$ cat config.mk
export PLATFORM = sky130hd
export DESIGN_NAME = gauge_status_control_regs
export DESIGN_NICKNAME = d
export VERILOG_FILES = /design/src/verilog/gauge_regs_pkg.sv /design/src/verilog/gauge_status_control_regs.sv
export SDC_FILE = /design/constraint.sdc
export NUM_CORES = 1
export LEC_CHECK = 0
export BUFFER_PORTS_ARGS = -buffer_cell sky130_fd_sc_hd__buf_2
export CAP_MARGIN = 5
export CORE_MARGIN = 8
export CORE_UTILIZATION = 49
export CTS_BUF_LIST = sky130_fd_sc_hd__clkbuf_2
export CTS_CLUSTER_DIAMETER = 150
export DETAILED_ROUTE_END_ITERATION = 8
export PLACE_DENSITY = 0.79
export REMOVE_ABC_BUFFERS = 1
export SLEW_MARGIN = 15
export SYNTH_ARGS = -nofsm -noshare
export SYNTH_HDL_FRONTEND = slang
export SYNTH_SLANG_ARGS = --single-unit
export TNS_END_PERCENT = 20
$ cat constraint.sdc
create_clock -name clk_sys_in -period 3.3 [get_ports clk_sys_in]
set_clock_uncertainty 0.2 [all_clocks]
set_input_delay 0.99 -clock clk_sys_in [delete_from_list [all_inputs] [get_ports clk_sys_in]]
set_output_delay 0.99 -clock clk_sys_in [all_outputs]
set_load 0.1 [all_outputs]
$ cat src/verilog/gauge_regs_pkg.sv
/*
  Constants and carrier types for the gauge status/control register bank.
  Assumes a 40 MHz system clock and measurement values that are already in
  the system clock domain.
*/
package gauge_regs_pkg;

  // Register byte addresses
  localparam logic [7:0] ADDR_STATUS    = 8'h01;
  localparam logic [7:0] ADDR_SPECIAL   = 8'h15;
  localparam logic [7:0] ADDR_CONTROL   = 8'h60;
  localparam logic [7:0] ADDR_SLAVE     = 8'h7E;

  // Status bit positions
  localparam int BIT_CHARGE_FULL  = 7;
  localparam int BIT_ACTIVE_EMPTY = 6;
  localparam int BIT_STANDBY_EMPTY = 5;
  localparam int BIT_CAL_CYCLE    = 4;
  localparam int BIT_UNDERVOLTAGE = 2;
  localparam int BIT_POWER_ON     = 1;
  // Control bit positions
  localparam int BIT_LOW_V_SLEEP  = 6;
  localparam int BIT_BUS_SLEEP    = 5;
  // Special feature bit positions
  localparam int BIT_ADDR_WE      = 1;
  localparam int BIT_PIN          = 0;

  // Reset values
  localparam logic [7:0] CONTROL_RESET   = 8'h00;
  localparam logic [6:0] SLAVE_ADDR_RESET = 7'h34; // Arbitrary default
  localparam logic       PIN_RESET       = 1'b1;
  localparam logic       ADDR_WE_RESET   = 1'b0;

  // Capacity thresholds in percent
  localparam logic [7:0] PCT_FULL_CLEAR    = 8'h5A;  // 90
  localparam logic [7:0] PCT_AE_CLEAR      = 8'h05;  // 5
  localparam logic [7:0] PCT_SE_SET        = 8'h0A;  // 10
  localparam logic [7:0] PCT_SE_CLEAR      = 8'h0F;  // 15
  // Current reading that stands for +100 uV across the sense resistor
  localparam logic signed [15:0] CURRENT_LOW_LIMIT = 16'sh0040;

  // Timing
  localparam int CLK_PERIOD_NS  = 25;
  localparam int SLEEP_DELAY_US = 2000;
  localparam int SLEEP_CYCLES =
    (SLEEP_DELAY_US * 1000 + CLK_PERIOD_NS - 1) / CLK_PERIOD_NS;

  typedef struct packed {
    logic signed [15:0] voltage_reading;
    logic signed [15:0] input_voltage;
    logic signed [15:0] current_reading;
    logic signed [15:0] average_current;
    logic signed [15:0] accumulated_charge;
    logic [7:0]         active_relative_capacity;
    logic [7:0]         standby_relative_capacity;
  } meas_type;

  typedef struct packed {
    logic signed [15:0] charge_voltage_threshold;
    logic signed [15:0] min_charge_current;
    logic signed [15:0] active_empty_voltage;
    logic signed [15:0] active_empty_current;
    logic signed [15:0] sleep_voltage_threshold;
  } thresh_type;

  typedef struct packed {
    logic voltage_reading_update;
    logic current_update;
    logic avg_update;
    logic acr_load;
  } event_type;

endpackage

$ cat src/verilog/gauge_status_control_regs.sv
/*
  Status, control and special-feature registers of a fuel gauge, with the
  two-wire serial slave that reaches them and the sleep-entry logic.
  Assumes measurement results, thresholds and update strobes come from logic
  on clk_sys_in; the bus lines and the general-purpose pin come from outside
  and are synchronised here.
*/
`timescale 1ns/1ps

// Overview of operation
// - Set charge-full when voltage_reading above threshold, 0<avg<min over an avg interval.
// - Clear charge-full when active relative capacity drops below 90 percent.
// - Set active-empty when voltage_reading below threshold; clear above 5 percent.
// - Standby-empty sets below 10 percent, clears above 15 percent.
// - Set cal-cycle flag on voltage_reading falling below active-empty with heavy discharge.
// - Clear cal flag on full, low current, charge load, or sleep.
// - Clear cal flag when charge reaches zero after voltage_reading fell below threshold.
// - The four gauge flags ignore host writes.
// - Set undervoltage flag when voltage_reading below sleep threshold; host clears it.
// - Power-on flag sets at power-up and holds until host clears it.
// - Control loads from nonvolatile copy at power-up; saved on copy command.
// - Low-voltage enable: sleep when input low and bus stable for delay.
// - Bus-idle enable: sleep when both bus lines low for delay.
// - Slave address writes accepted only while address write enable is 1.
// - Reading pin bit returns sensed level of general-purpose pin.
// - Pin bit 0 drives pin low; 1 releases the open-drain driver.
// - Pin bit forced to 1 at power-up and on sleep entry.
module gauge_status_control_regs #(
  parameter int SLEEP_CYCLES = gauge_regs_pkg::SLEEP_CYCLES
) (
  input  wire logic                   clk_sys_in,
  input  wire logic                   rst_in,
  input  wire logic                   scl_in,
  input  wire logic                   sda_in,
  output logic                        sda_out,
  output logic                        sda_oe_out,
  input  wire logic                   general_purpose_pin_in,
  output logic                        general_purpose_pin_out,
  output logic                        general_purpose_pin_oe_out,
  input  wire gauge_regs_pkg::meas_type   meas_in,
  input  wire gauge_regs_pkg::thresh_type thresh_in,
  input  wire gauge_regs_pkg::event_type  event_in,
  input  wire logic [7:0]             control_nv_in,
  input  wire logic                   copy_cmd_in,
  output logic [7:0]                  control_nv_out,
  output logic                        sleep_out,
  output logic [7:0]                  status_out,
  output logic [7:0]                  control_out,
  output logic [6:0]                  slave_addr_out
);

  typedef enum logic [3:0] {
    BUS_IDLE, BUS_ADDR, BUS_ADDR_ACK, BUS_PTR, BUS_PTR_ACK,
    BUS_WDATA, BUS_WDATA_ACK, BUS_RDATA, BUS_RDATA_ACK
  } bus_state_type;

  // Synchronisers and edge history
  logic [1:0] scl_sync_q, sda_sync_q, pin_sync_q;
  logic       scl_prev_q, sda_prev_q;
  always_ff @(posedge clk_sys_in)
  begin
    scl_sync_q <= {scl_sync_q[0], scl_in};
    sda_sync_q <= {sda_sync_q[0], sda_in};
    pin_sync_q <= {pin_sync_q[0], general_purpose_pin_in};
    scl_prev_q <= scl_sync_q[1];
    sda_prev_q <= sda_sync_q[1];
  end

  logic scl_s, sda_s, scl_rise, scl_fall, bus_start, bus_stop, bus_change;
  assign scl_s      = scl_sync_q[1];
  assign sda_s      = sda_sync_q[1];
  assign scl_rise   = scl_s & ~scl_prev_q;
  assign scl_fall   = ~scl_s & scl_prev_q;
  assign bus_start  = scl_s & scl_prev_q & ~sda_s & sda_prev_q;
  assign bus_stop   = scl_s & scl_prev_q & sda_s & ~sda_prev_q;
  assign bus_change = (scl_s != scl_prev_q) | (sda_s != sda_prev_q);

  // Register state
  logic [7:0] status_q, status_d;
  logic [7:0] control_q, control_d, nv_q, nv_d;
  logic       loaded_q, loaded_d;
  logic       addr_we_q, addr_we_d, pin_q, pin_d;
  logic [6:0] slave_q, slave_d;
  logic       full_run_q, full_run_d, below_q, below_d, above_q, above_d;
  logic [1:0] heavy_q, heavy_d;
  logic       sleep_q, sleep_d;
  logic [31:0] sleep_cnt_q, sleep_cnt_d;

  // Bus state
  bus_state_type state_q, state_d;
  logic [7:0] shift_q, shift_d, ptr_q, ptr_d;
  logic [3:0] bit_q, bit_d;
  logic       rw_q, rw_d, drive_q, drive_d, wr_en;
  logic [7:0] rd_data;

  always_comb
  begin
    case (ptr_q)
      gauge_regs_pkg::ADDR_STATUS:  rd_data = status_q;
      gauge_regs_pkg::ADDR_SPECIAL: rd_data = {6'h00, addr_we_q,
                                               pin_sync_q[1]};
      gauge_regs_pkg::ADDR_CONTROL: rd_data = control_q;
      gauge_regs_pkg::ADDR_SLAVE:   rd_data = {slave_q, 1'b0};
      default:                      rd_data = 8'h00;
    endcase
  end

  // Two-wire slave: address, then pointer and write bytes, or read bytes from the pointer
  always_comb
  begin
    state_d = state_q;
    shift_d = shift_q;
    ptr_d   = ptr_q;
    bit_d   = bit_q;
    rw_d    = rw_q;
    drive_d = drive_q;
    wr_en   = 1'b0;
    if (bus_stop || sleep_q)
    begin
      state_d = BUS_IDLE;
      drive_d = 1'b0;
    end
    else if (bus_start)
    begin
      state_d = BUS_ADDR;
      bit_d   = 4'h0;
      drive_d = 1'b0;
    end
    else if (scl_rise && (state_q == BUS_ADDR || state_q == BUS_PTR ||
                          state_q == BUS_WDATA))
    begin
      shift_d = {shift_q[6:0], sda_s};
      bit_d   = bit_q + 4'h1;
    end
    else if (scl_rise && state_q == BUS_RDATA_ACK && sda_s)
      state_d = BUS_IDLE;
    else if (scl_fall)
    begin
      case (state_q)
        BUS_ADDR:
          if (bit_q == 4'h8)
          begin
            if (shift_q[7:1] == slave_q)
            begin
              rw_d    = shift_q[0];
              state_d = BUS_ADDR_ACK;
              drive_d = 1'b1;
            end
            else
              state_d = BUS_IDLE;
          end
        BUS_PTR, BUS_WDATA:
          if (bit_q == 4'h8)
          begin
            state_d = (state_q == BUS_PTR) ? BUS_PTR_ACK : BUS_WDATA_ACK;
            drive_d = 1'b1;
            if (state_q == BUS_PTR)
              ptr_d = shift_q;
            else
              wr_en = 1'b1;
          end
        BUS_ADDR_ACK, BUS_RDATA_ACK:
          if (rw_q)
          begin
            state_d = BUS_RDATA;
            shift_d = rd_data;
            bit_d   = 4'h0;
            drive_d = ~rd_data[7];
          end
          else
          begin
            state_d = BUS_PTR;
            bit_d   = 4'h0;
            drive_d = 1'b0;
          end
        BUS_PTR_ACK, BUS_WDATA_ACK:
        begin
          state_d = BUS_WDATA;
          bit_d   = 4'h0;
          drive_d = 1'b0;
          if (state_q == BUS_WDATA_ACK)
            ptr_d = ptr_q + 8'h01;
        end
        BUS_RDATA:
          if (bit_q == 4'h7)
          begin
            state_d = BUS_RDATA_ACK;
            drive_d = 1'b0;
            ptr_d   = ptr_q + 8'h01;
          end
          else
          begin
            shift_d = {shift_q[6:0], 1'b0};
            bit_d   = bit_q + 4'h1;
            drive_d = ~shift_q[6];
          end
        default: state_d = BUS_IDLE;
      endcase
    end
  end

  always_ff @(posedge clk_sys_in)
  begin
    if (rst_in)
    begin
      state_q <= BUS_IDLE;
      shift_q <= 8'h00;
      ptr_q   <= 8'h00;
      bit_q   <= 4'h0;
      rw_q    <= 1'b0;
      drive_q <= 1'b0;
    end
    else
    begin
      state_q <= state_d;
      shift_q <= shift_d;
      ptr_q   <= ptr_d;
      bit_q   <= bit_d;
      rw_q    <= rw_d;
      drive_q <= drive_d;
    end
  end

  // Gauge flags, control, special feature and sleep
  logic full_cond, heavy_now, below_vae, sleep_cond, cal_clear, wr_status;
  always_comb
  begin
    full_cond = (meas_in.voltage_reading > thresh_in.charge_voltage_threshold)
              && (meas_in.average_current > 16'sh0000)
              && (meas_in.average_current < thresh_in.min_charge_current);
    heavy_now = meas_in.current_reading < -thresh_in.active_empty_current;
    below_vae = meas_in.voltage_reading < thresh_in.active_empty_voltage;
    wr_status = wr_en && ptr_q == gauge_regs_pkg::ADDR_STATUS;
    status_d   = status_q;
    control_d  = control_q;
    nv_d       = nv_q;
    loaded_d   = 1'b1;
    addr_we_d  = addr_we_q;
    pin_d      = pin_q;
    slave_d    = slave_q;
    full_run_d = full_run_q;
    heavy_d    = heavy_q;
    below_d    = below_q;
    above_d    = above_q;
    sleep_d    = sleep_q;
    sleep_cnt_d = sleep_cnt_q;

    if (!loaded_q)
    begin
      control_d = control_nv_in;
      nv_d      = control_nv_in;
    end
    if (copy_cmd_in)
      nv_d = control_q;

    // Host writes; the four gauge flags take none of the written bits
    if (wr_status)
    begin
      if (!shift_q[gauge_regs_pkg::BIT_UNDERVOLTAGE])
        status_d[gauge_regs_pkg::BIT_UNDERVOLTAGE] = 1'b0;
      if (!shift_q[gauge_regs_pkg::BIT_POWER_ON])
        status_d[gauge_regs_pkg::BIT_POWER_ON] = 1'b0;
    end
    if (wr_en && ptr_q == gauge_regs_pkg::ADDR_CONTROL)
      control_d = shift_q;
    if (wr_en && ptr_q == gauge_regs_pkg::ADDR_SPECIAL)
    begin
      addr_we_d = shift_q[gauge_regs_pkg::BIT_ADDR_WE];
      pin_d     = shift_q[gauge_regs_pkg::BIT_PIN];
    end
    if (wr_en && ptr_q == gauge_regs_pkg::ADDR_SLAVE && addr_we_q)
      slave_d = shift_q[7:1];

    // Full detect across one average-current interval
    if (event_in.avg_update)
      full_run_d = full_cond;
    else if (!full_cond)
      full_run_d = 1'b0;
    if (meas_in.active_relative_capacity < gauge_regs_pkg::PCT_FULL_CLEAR)
      status_d[gauge_regs_pkg::BIT_CHARGE_FULL] = 1'b0;
    if (event_in.avg_update && full_run_q && full_cond)
      status_d[gauge_regs_pkg::BIT_CHARGE_FULL] = 1'b1;

    if (meas_in.active_relative_capacity > gauge_regs_pkg::PCT_AE_CLEAR)
      status_d[gauge_regs_pkg::BIT_ACTIVE_EMPTY] = 1'b0;
    if (below_vae)
      status_d[gauge_regs_pkg::BIT_ACTIVE_EMPTY] = 1'b1;

    if (meas_in.standby_relative_capacity > gauge_regs_pkg::PCT_SE_CLEAR)
      status_d[gauge_regs_pkg::BIT_STANDBY_EMPTY] = 1'b0;
    if (meas_in.standby_relative_capacity < gauge_regs_pkg::PCT_SE_SET)
      status_d[gauge_regs_pkg::BIT_STANDBY_EMPTY] = 1'b1;

    if (below_vae)
      below_d = 1'b1;
    if (event_in.current_update)
      heavy_d = {heavy_q[0], heavy_now};
    if (event_in.voltage_reading_update)
      above_d = ~below_vae;
    cal_clear = status_q[gauge_regs_pkg::BIT_CHARGE_FULL]
             || meas_in.current_reading < gauge_regs_pkg::CURRENT_LOW_LIMIT
             || event_in.acr_load
             || (sleep_d && !sleep_q);
    if (below_q && meas_in.accumulated_charge == 16'sh0000)
      cal_clear = 1'b1;
    if (cal_clear)
    begin
      status_d[gauge_regs_pkg::BIT_CAL_CYCLE] = 1'b0;
      below_d = 1'b0;
    end
    if (event_in.voltage_reading_update && above_q && below_vae && (&heavy_q))
    begin
      status_d[gauge_regs_pkg::BIT_CAL_CYCLE] = 1'b1;
      below_d = 1'b1;
    end

    if (meas_in.voltage_reading < thresh_in.sleep_voltage_threshold)
      status_d[gauge_regs_pkg::BIT_UNDERVOLTAGE] = 1'b1;

    // Sleep entry after the bus lines stay unchanged for the delay
    sleep_cond =
      (control_q[gauge_regs_pkg::BIT_LOW_V_SLEEP] &&
       meas_in.input_voltage < thresh_in.sleep_voltage_threshold) ||
      (control_q[gauge_regs_pkg::BIT_BUS_SLEEP] && !scl_s && !sda_s);
    if (sleep_q)
    begin
      sleep_cnt_d = 32'h0000_0000;
      if (bus_change)
        sleep_d = 1'b0;
    end
    else if (!sleep_cond || bus_change)
      sleep_cnt_d = 32'h0000_0000;
    else if (sleep_cnt_q >= 32'(SLEEP_CYCLES - 1))
      sleep_d = 1'b1;
    else
      sleep_cnt_d = sleep_cnt_q + 32'h0000_0001;
    if (sleep_d && !sleep_q)
    begin
      pin_d = 1'b1;
      status_d[gauge_regs_pkg::BIT_CAL_CYCLE] = 1'b0;
    end
  end

  always_ff @(posedge clk_sys_in)
  begin
    if (rst_in)
    begin
      status_q    <= 8'h02;
      control_q   <= gauge_regs_pkg::CONTROL_RESET;
      nv_q        <= gauge_regs_pkg::CONTROL_RESET;
      loaded_q    <= 1'b0;
      addr_we_q   <= gauge_regs_pkg::ADDR_WE_RESET;
      pin_q       <= gauge_regs_pkg::PIN_RESET;
      slave_q     <= gauge_regs_pkg::SLAVE_ADDR_RESET;
      full_run_q  <= 1'b0;
      heavy_q     <= 2'h0;
      below_q     <= 1'b0;
      above_q     <= 1'b0;
      sleep_q     <= 1'b0;
      sleep_cnt_q <= 32'h0000_0000;
    end
    else
    begin
      status_q    <= status_d;
      control_q   <= control_d;
      nv_q        <= nv_d;
      loaded_q    <= loaded_d;
      addr_we_q   <= addr_we_d;
      pin_q       <= pin_d;
      slave_q     <= slave_d;
      full_run_q  <= full_run_d;
      heavy_q     <= heavy_d;
      below_q     <= below_d;
      above_q     <= above_d;
      sleep_q     <= sleep_d;
      sleep_cnt_q <= sleep_cnt_d;
    end
  end

  assign sda_out                    = 1'b0;
  assign sda_oe_out                 = drive_q;
  assign general_purpose_pin_out    = 1'b0;
  assign general_purpose_pin_oe_out = ~pin_q;
  assign control_nv_out             = nv_q;
  assign sleep_out                  = sleep_q;
  assign status_out                 = status_q;
  assign control_out                = control_q;
  assign slave_addr_out             = slave_q;

endmodule // gauge_status_control_regs

### After elaboration in Yosys (flattened, before gate mapping)

Index checks and enable logic that the tools add are counted.

| word-level totals | value |
|---|---|
| word-level logic and storage cells | 240 |
| output and inout port bits | 36 |
| flip-flop bits (word level) | 104 |
| input bits | 194 |

| cells by class | value |
|---|---|
| bitwise logic cells | 21 |
| $add $sub $neg | 4 |
| order comparisons | 13 |
| reduce and logical (&&, ||, !) cells | 64 |
| mux-type cells | 69 |
| equality and inequality tests | 39 |

Operators by type and width:

| cell | count |
|---|---|
| 2-to-1 mux 8 bit | 12 |
| < comparator 16 bit | 5 |
| 2-to-1 mux 4 bit | 10 |
| 2-to-1 mux 1 bit | 37 |
| adder 32 x 1 -> 32 bit (second input constant) | 1 |
| >= comparator 32 x 17 -> 1 bit (second input constant) | 1 |
| one-hot mux 8 bit (4 select lines) | 1 |
| one-hot mux 8 bit (3 select lines) | 1 |
| equality test 4 x 3 -> 1 bit (second input constant) | 5 |
| logical AND 1 bit | 20 |
| one-hot mux 4 bit (5 select lines) | 1 |
| equality test 8 x 7 -> 1 bit (second input constant) | 2 |
| greater-than comparator 16 x 1 -> 1 bit (second input constant) | 1 |
| greater-than comparator 16 bit | 1 |
| zero test 16 bit | 1 |
| < comparator 16 x 8 -> 1 bit (second input constant) | 1 |
| inequality test 2 bit (second input constant) | 8 |
| negation 16 bit | 1 |
| one-hot mux 8 bit (2 select lines) | 1 |
| inequality test 3 bit (second input constant) | 5 |
| AND reduction 5 bit | 3 |
| nonzero test 3 bit | 5 |
| AND reduction 7 bit | 2 |
| nonzero test 2 bit | 7 |
| other kinds (34) | 78 |

### Depth between registers and ports, before layout

Gate-level depths: netlist of the first run.

| depth | value |
|---|---|
| word-level depth | 12 |
| mapped depth | 14 |

### Worst setup path after synthesis of the first run

Ideal clock, no wire load.

| path | value |
|---|---|
| path kind | in2reg |
| start point | input thresh_in[19] in the netlist's numbering |
| end point | register heavy_q[0] |
| path buffers | 0 |
| cell stages on the path | 11 |
| setup slack | -245 ps |
| setup time | 91 ps |
| data arrival time | 3254 ps |
| cells stage by stage | or4_1 nor4_2 nand2_1 xnor2_1 ha_1 a21o_1 a21o_1 a21oi_1 o2111ai_1 o21bai_1 a311oi_1 |

| on the way | value |
|---|---|
| word-level cells in the longest chain between the ends | 2 |

Ends and longest elaborated chain:

| item | RTL line | source |
|---|---|---|
| start, declared | gauge_status_control_regs.sv:41 | `input wire gauge_regs_pkg::thresh_type thresh_in,` |
| negation 16 bit | gauge_status_control_regs.sv:231 | `heavy_now = meas_in.current_reading < -thresh_in.active_empty_current;` |
| < comparator 16 bit | gauge_status_control_regs.sv:231 |  |
| end signal, assigned | gauge_status_control_regs.sv:372 | `heavy_q <= heavy_d;` |
| end, declared | gauge_status_control_regs.sv:85 | `logic [1:0] heavy_q, heavy_d;` |

No other way between the ends.
A chain may end at the register's enable or synchronous reset.

### Worst setup path after layout of the first run

Same ends and word-level chain as after synthesis.

==> impl_metrics.tcl, run 1 <==
set metrics [dict create \
    clk_latency_ns 0.62 \
    synthArstFlopShare_pct 0 \
    maxCapViolCount 0 \
    htreeDepth 3 \
    r2r_setup_slack_ns 0.61 \
    vias 7892 \
    cts-root-buf "clkbuf_2" \
    finalNonFillerCells 1414 \
    synth-edff-count 0 \
    totalPowerFinal_mw 2.63 \
    die_h_um 143 \
    leakagePower_nw 4.69 \
    cts.path.max_buffers 2 \
    track_usage_pct 22.8 \
    hold_viol_final 0 \
    hold_buffers 0 \
    slew_violations 0 \
    ys_ff_latch 104 \
    synthTopCellsByArea "dfxtp_1 (26%), ha_1 (16%), inv_1 (4.2%)" \
    critPathRequiredTime_ns 3.68 \
    min_path_cells 0 \
    dp.final_hpwl_um 19400 \
    area_growth_pct 21.1 \
    dp_cells 1389 \
    hold_start "sda_sync_q[0]$_DFF_P_" \
    port-buffer-count 223 \
    final_cell_mix "buf_2 (223), dfxtp_1 (104), ha_1 (103)" \
    rsz0062_at_grt "no" \
    max-slew-margin-rel_pct 30.7 \
    drtIter0Drc 566 \
    vias_per_cell 5.58 \
    io_pins 230 \
    place_area_um2 9470 \
    setup_violations 0 \
    grt_overflow 0 \
    rr_startpoint "state_q[1]$_SDFFE_PP0P_" \
    cp_data_arrival_time_ns 3.52 \
    clk_pin_slew_worst_paths_ns 0.33 \
    period_share_pct 95.1 \
    ant_nets 0 \
    cp-end-kind "register" \
    critPathKind "in2reg" \
    gp_congestion 0.930 \
    fp.coreArea_um2 15800 \
    start_util_pct 50.1 \
    outcome "completed" \
    nets 1481 \
    drive_gt1_share_pct 27.1 \
    yosys_warnings 0 \
    syn_inst 938 \
    yosysTopAreaCellShare_pct 26.3 \
    synth_flop_cell "dfxtp_1" \
    numCtsBuffers 9 \
    detail_route.wl_per_cell_um 16.8 \
    grt_first_pass_wirelength_um 38000 \
    layout_commonest_cell "buf_2" \
    final_cell_area_um2 9590 \
    drc_errors 0 \
    grt_max_degree 49 \
    synth_cell_types 86 \
    avgSynthCellArea_um2 8.45 \
    grt_pass1_vias 7752 \
    wl_um 23700 \
    start_kind "primary input" \
    power.density_nw_per_um2 274 \
    peakVddDrop_uv 161 \
    rr_worst_depth 6 \
    cts-resized-gates 0 \
    cts_tree "yes" \
    netlist_area_um2 7920 \
    antenna_found_initial 9 \
    clock-sinks 104 \
    synth_largest_area_cell "dfxtp_1" \
    fmax_ghz 0.319 \
    tightest_slew_ns 1.04 \
    ys_seq_area_share_pct 26.3 \
    worstPathMaxFanout 3 \
    crit_path_start "thresh_in[19]" \
    post-cts-setup-buffer-count 0 \
    die_w_um 143 \
    min_period_ns 3.14 \
    dr.pass1.iters 5 \
    core.rowCount 46 \
    dieArea_um2 20500 \
    hp-class "reg2reg" \
]
-- sequential cells by signal, indices dropped and copies added (netlist names), 4 cells and up --
signal          count
bit_q               4
shift_q             8
slave_addr_out      7
ptr_q               8
sleep_cnt_q        32
status_out          6
state_q             4
control_nv_out      8
control_out         8
-- worst paths after layout --
check,to
worst max-delay path,heavy_q[0]$_SDFFE_PP0P_
worst min-delay path,sda_sync_q[1]$_DFF_P_
worst max register to register,pin_q$_SDFFE_PP1P_
worst min register to register,sda_sync_q[1]$_DFF_P_
-- power breakdown --
| part | switching (mW) | total [mW] | internal (mW) | leakage, nW |
|---|---|---|---|---|
| Clock | 0.462 | 0.578 | 0.116 | 0.0660 |
| Combinational | 0.427 | 0.733 | 0.306 | 3.78 |
| Sequential | 0.0337 | 1.32 | 1.29 | 0.845 |
| Total | 0.923 | 2.63 | 1.71 | 4.69 |
-- through the flow --
| stage | setup slack [ns] | hold WS, ns | utilization, % | setup TNS, ns |
|---|---|---|---|---|
| finish | 0.162 | 0.153 | 60.6 | 0 |
| global route | 0.0886 | 0.155 | 60.6 | 0 |
| floorplan | -0.245 | 0.110 | - | -0.245 |
| CTS | 0.201 | 0.153 | 60.5 | 0 |
| global placement | -0.473 | 0.112 | 59.8 | -7.13 |
| detailed placement | -0.479 | 0.112 | 59.8 | -8.43 |
-- final cells by class --
type | instances | area (um^2)
clock inverter | 6 | 52.6
fill | 1393 | 6230
tap | 216 | 270
multi-input combinational | 710 | 5310
clock buffer | 10 | 50.0
antenna | 9 | 22.5
inverter | 88 | 330
sequential | 104 | 2080
timing repair buffer | 271 | 1480
-- worst max-delay path, stage by stage --
cell and delay, ns:
buf_2 0.11, or4_1 0.56, nor4_2 0.16, buf_4 0.17, nand2_1 0.06, xnor2_1 0.13
ha_1 0.29, a21o_1 0.18, a21o_1 0.17, a21oi_1 0.18, o2111ai_1 0.13, o21bai_1 0.17
a311oi_1 0.23
-- kinds of logic (layout without fill, tap and decap cells) --
family | after synthesis | count (layout) | share of synthesized area [%]
AND/OR/NAND/NOR | 329 | 329 | 22.9
AO/OA/AOI/OAI | 200 | 200 | 18.8
buffers and inverters | 127 | 375 | 6.85
flip-flops | 104 | 104 | 26.3
adder cells (fa/ha/maj) | 103 | 103 | 16.3
XOR/XNOR | 38 | 38 | 4.20
multiplexers | 36 | 36 | 4.63
other | 1 | 13 | 0.0473
-- layer usage --
metal	GRT usage [%]	vias up	routed length, um
li1	-	3902	-
met1	27.4	3634	9940
met2	37.6	303	11000
met3	5.41	51	1970
met4	10.9	2	765
met5	0	-	12
-- synthesized netlist by cell type, types with 11 or more instances --
master    count
mux2i_1      31
ha_1        103
dfxtp_1     104
o21ai_0      26
nand4_1      19
a211oi_1     17
a21o_1       23
clkbuf_1     18
and2_1       21
nor2_1       75
xor2_1       27
nand3_1      26
nor4_1       18
inv_1        88
a21oi_1      52
nand2b_1     12
xnor2_1      11
nand2_1      58
nor3_1       31
Power figures use the tool's default switching activity.
==> inputs of run 2 (changes only) <==
--- a/config.mk
+++ b/config.mk
@@ -8,11 +8,11 @@
 export BUFFER_PORTS_ARGS = -buffer_cell sky130_fd_sc_hd__buf_2
 export CAP_MARGIN = 5
 export CORE_MARGIN = 8
-export CORE_UTILIZATION = 49
+export CORE_UTILIZATION = 59
 export CTS_BUF_LIST = sky130_fd_sc_hd__clkbuf_2
 export CTS_CLUSTER_DIAMETER = 150
 export DETAILED_ROUTE_END_ITERATION = 8
-export PLACE_DENSITY = 0.79
+export PLACE_DENSITY = 0.89
 export REMOVE_ABC_BUFFERS = 1
 export SLEW_MARGIN = 15
 export SYNTH_ARGS = -nofsm -noshare
==> constraint.sdc (replaced) <==
create_clock -name clk_sys_in -period 3.8 [get_ports clk_sys_in]
set_clock_uncertainty 0.2 [all_clocks]
set_input_delay 1.14 -clock clk_sys_in [delete_from_list [all_inputs] [get_ports clk_sys_in]]
set_output_delay 1.14 -clock clk_sys_in [all_outputs]
set_load 0.1 [all_outputs]
==> run 2 against run 1 <==
Cell area down 2.6%; sequential share of layout area rose by 0.59 points; worst setup slack improved by 0.36 ns; count of clock-buffer cells in the layout decreased by 1; clock power down 5.0%; register-to-register slack gained 0.45 ns; global-route usage rose by 3.5 points; wire length about the same; sequential power shrank 13%.
==> impl_metrics.tcl, run 2 (synthesized netlist as in run 1, its figures left out) <==
set metrics [dict create \
    dp.final_hpwl_um 19400 \
    leakagePower_nw 4.56 \
    setup_violations 0 \
    nets 1450 \
    hold_viol_final 0 \
    wl_met1_um 10000 \
    vias 7912 \
    cp_data_arrival_time_ns 3.68 \
    wl_met2_um 11200 \
    top_layer "met4" \
    track_usage_pct 26.3 \
    start_kind "primary input" \
    cts_tree "yes" \
    wl_um 23700 \
    grt_overflow 0 \
    drive_gt1_share_pct 25.1 \
    vias_per_cell 5.90 \
    clk_latency_ns 0.64 \
    detail_route.wl_per_cell_um 17.7 \
    wl_met3_um 1770 \
    slew_violations 0 \
    fmax_ghz 0.305 \
    clk_pin_slew_worst_paths_ns 0.35 \
    max-slew-margin-rel_pct 29.7 \
    seq_area_um2 2080 \
    critPathRequiredTime_ns 4.20 \
    final_cell_mix "buf_2 (223), dfxtp_1 (104), ha_1 (103)" \
    fin_setup_tns_ns 0 \
    grt_max_degree 58 \
    die_w_um 132 \
    fp.coreArea_um2 13200 \
    tightest_slew_ns 1.05 \
    outcome "completed" \
    top_register "sleep_cnt_q" \
    dp_slack_ns -0.186 \
    dr.pass1.iters 6 \
    cp-end-kind "register" \
    io_pins 230 \
    port-buffer-count 223 \
    dieArea_um2 17400 \
    cts-root-buf "clkbuf_2" \
    power.density_nw_per_um2 248 \
    maxCapViolCount 0 \
    min_period_ns 3.28 \
    layout_commonest_cell "buf_2" \
    fin_hold_ws_ns 0.153 \
    numCtsBuffers 9 \
    area_growth_pct 17.9 \
    cts-resized-gates 0 \
    peakVddDrop_uv 273 \
    cts.path.max_buffers 2 \
    post-cts-setup-buffer-count 0 \
    htreeDepth 3 \
    die_h_um 132 \
    period_share_pct 86.3 \
    drc_errors 0 \
    fin_util_pct 70.8 \
    start_util_pct 60.1 \
    clock-sinks 104 \
    critPathKind "in2reg" \
    gp_congestion 0.948 \
    multi_input_area_um2 5310 \
    grt_first_pass_wirelength_um 38100 \
    largest_reg_flops 32 \
    worstPathMaxFanout 3 \
    ant_nets 0 \
    fill_cells 1061 \
    hold_buffers 0 \
    grt_pass1_vias 7655 \
    core.rowCount 42 \
    worst_slack_ns 0.521 \
    antenna_found_initial 6 \
    totalPowerFinal_mw 2.31 \
    drtIter0Drc 635 \
    hp-class "reg2reg" \
    rsz0062_at_grt "no" \
]
## run 2: cell types whose count changed in the layout (fill, tap and decap cells not counted), sizes merged
cell	change
clkinvlp	-1
clkinv	-1
diode	-3
inv	+3
clkbuf	-1
buf	-31
## run 2: worst paths after layout
kind	endpoint	startpoint	slack [ns]	cells past startpoint
setup / recovery	heavy_q[0]$_SDFFE_PP0P_	thresh_in[19]	0.52	12
hold reg to reg	scl_sync_q[1]$_DFF_P_	scl_sync_q[0]$_DFF_P_	0.15	0
hold / removal	scl_sync_q[1]$_DFF_P_	scl_sync_q[0]$_DFF_P_	0.15	0
setup reg to reg	bit_q[1]$_SDFFE_PP0P_	state_q[3]$_SDFFE_PP0P_	1.06	6
## run 2: per-layer routing
metal	vias up	GRT usage (%)
li1	3842	-
met1	3665	31.7
met2	345	43.4
met3	60	6.48
met4	0	11.7
met5	-	0
## run 2: final cells by class
| cell class | count | area share (%) |
|---|---|---|
| clock inverter | 7 | 0.871 |
| multi-input combinational | 710 | 56.8 |
| tap | 176 | 2.36 |
| inverter | 88 | 3.54 |
| timing repair buffer | 240 | 13.5 |
| sequential | 104 | 22.3 |
| clock buffer | 9 | 0.482 |
| antenna | 6 | 0.161 |
## run 2: power breakdown
| group | internal (mW) | switching (mW) |
|---|---|---|
| clock network | 0.120 | 0.429 |
| logic | 0.246 | 0.368 |
| registers | 1.12 | 0.0313 |
## run 2: worst max-delay path, cell delays in order
cell and delay, ns:
buf_2 0.10, or4_1 0.56, nor4_2 0.26, nand2_1 0.16, nor3_1 0.20, xor2_1 0.22, ha_1 0.28, a21o_1 0.18
nand2_1 0.06, o2111ai_1 0.10, o21bai_1 0.17, a311oi_1 0.23
## run 2: stage by stage
| step | std cells | area [um^2] |
|---|---|---|
| after floorplan | 902 | 7720 |
| after global placement | 1318 | 9200 |
| after detailed placement | 1318 | 9200 |
| after CTS | 1334 | 9320 |
| after global routing | 1340 | 9340 |
| final | 1340 | 9340 |
==> inputs of run 3 (changes only) <==
--- a/config.mk
+++ b/config.mk
@@ -13,6 +13,7 @@
 export CTS_CLUSTER_DIAMETER = 150
 export DETAILED_ROUTE_END_ITERATION = 8
 export PLACE_DENSITY = 0.89
+export RECOVER_POWER = 50
 export REMOVE_ABC_BUFFERS = 1
 export SLEW_MARGIN = 15
 export SYNTH_ARGS = -nofsm -noshare
==> run 3 against run 2 <==
Combinational power is 1% lower; final cell count unchanged; sequential share of layout area up 0.22 points; non-clock buffer count unchanged; flip-flop and latch count unchanged; count of clock-buffer cells in the layout did not move; die area stayed put; critical endpoint unchanged; largest power group unchanged.
==> impl_metrics.tcl, run 3 (synthesized netlist as in run 1, its figures left out) <==
set metrics [dict create \
    max_stage_delay_ns 0.56 \
    leakagePower_nw 4.52 \
    peakVddDrop_uv 272 \
    dr.pass1.iters 5 \
    worstPathMaxFanout 3 \
    vias 7905 \
    critPathKind "in2reg" \
    hp-class "reg2reg" \
    port-buffer-count 223 \
    layout_commonest_cell "buf_2" \
    die_w_um 132 \
    vias_per_cell 5.90 \
    largest_reg_flops 32 \
    cp_data_arrival_time_ns 3.68 \
    dp_cells 1318 \
    grt_overflow 0 \
    htreeDepth 3 \
    clock-sinks 104 \
    antenna_found_initial 6 \
    outcome "completed" \
    wl_um 23700 \
    track_usage_pct 26.3 \
    detail_route.wl_per_cell_um 17.7 \
    io_pins 230 \
    maxCapViolCount 0 \
    tightest_slew_ns 1.11 \
    crit_top_cell "nand2_1" \
    fmax_ghz 0.305 \
    fin_setup_tns_ns 0 \
    start_util_pct 60.1 \
    area_growth_pct 16.7 \
    cp-end-kind "register" \
    die_h_um 132 \
    setup_violations 0 \
    post-cts-setup-buffer-count 0 \
    max-slew-margin-rel_pct 25.2 \
    top_register "sleep_cnt_q" \
    hold_buffers 0 \
    rsz0062_at_grt "no" \
    period_share_pct 86.4 \
    min_period_ns 3.28 \
    critPathRequiredTime_ns 4.20 \
    slowest_stage "or4_1" \
    gp_congestion 0.948 \
    dp_slack_ns -0.186 \
    finalNonFillerCells 1340 \
    slew_violations 0 \
    ant_nets 0 \
    grt_pass1_vias 7655 \
    grt_first_pass_wirelength_um 38100 \
    cts-root-buf "clkbuf_2" \
    drc_errors 0 \
    cts_tree "yes" \
    drive_gt1_share_pct 23.7 \
    cts-resized-gates 0 \
    final_cell_mix "buf_2 (221), dfxtp_1 (104), ha_1 (103)" \
    path_cells "buf_2 -> or4_1 -> nor4_2 -> nand2_1 -> nor3_1 -> xor2_1 -> ha_1 -> a21o_1 -> nand2_1 -> o2111ai_1 -> o21bai_1 -> a311oi_1" \
    grt_max_degree 58 \
    drtIter0Drc 586 \
    numCtsBuffers 9 \
    dieArea_um2 17400 \
    fp.coreArea_um2 13200 \
    worst_slack_ns 0.517 \
    fin_hold_ws_ns 0.153 \
    core.rowCount 42 \
    clk_latency_ns 0.64 \
    power.density_nw_per_um2 249 \
    start_kind "primary input" \
    cts.path.max_buffers 2 \
    clk_pin_slew_worst_paths_ns 0.35 \
    nets 1450 \
    dp.final_hpwl_um 19400 \
    hold_viol_final 0 \
]
run 3: cell types whose count changed in the layout (fill, tap and decap cells not counted), moves of 2 or more:
cell	before	now
nand2_2	2	0
buf_4	16	13
a211oi_1	17	19
nand2_1	58	60
or4b_1	0	2
or4b_4	3	1
clkbuf_1	0	5
buf_2	223	221
run 3: critical path: cells and delay by family:
kind | cells | cell delay, ns
and+or+nand+nor | 5 | 1.24
xor gates and xnor gates | 1 | 0.22
AOI/OAI and AO/OA | 4 | 0.69
buffers and inverters | 1 | 0.10
adders and majority gates | 1 | 0.28
run 3: worst paths after layout:
kind / startpoint / to / slack, ns / cells after the start
setup / recovery: thresh_in[19] / heavy_q[0]$_SDFFE_PP0P_ / 0.52 / 12
hold / removal: scl_sync_q[0]$_DFF_P_ / scl_sync_q[1]$_DFF_P_ / 0.15 / 0
setup reg to reg: ptr_q[0]$_SDFFE_PP0P_ / shift_q[7]$_SDFFE_PP0P_ / 0.63 / 6
hold reg to reg: scl_sync_q[0]$_DFF_P_ / scl_sync_q[1]$_DFF_P_ / 0.15 / 0
run 3: cell type report:
| class | count | area, um^2 |
|---|---|---|
| diodes | 6 | 15.0 |
| clock buffers | 9 | 45.0 |
| clock inverters | 7 | 81.3 |
| fillers | 1080 | 3940 |
| inverters | 88 | 330 |
| multi-input cells | 710 | 5230 |
| flip-flops and latches | 104 | 2080 |
| well taps | 176 | 220 |
| repair buffers | 240 | 1240 |
run 3: stage by stage:
step                      cell area, um^2  util (%)  total power [mW]
after floorplan                      7720         -              1.53
after global placement               9200      69.7              1.76
after detailed placement             9200      69.7              1.78
after CTS                            9320      70.7              2.32
after global routing                 9250      70.1              2.43
final                                9250      70.1              2.31
run 3: layer usage:
layer / track usage (%) / vias up / routed length [um]
met1: 31.7 / 3656 / 10000
met2: 43.4 / 337 / 11100
li1: - / 3842 / -
met4: 11.7 / 0 / 862
met3: 6.48 / 70 / 1770
met5: 0 / - / 0
run 3: power by group:
part | internal, mW | switching, mW | total, mW
Clock | 0.120 | 0.429 | 0.549
Combinational | 0.242 | 0.367 | 0.608
Sequential | 1.12 | 0.0307 | 1.15
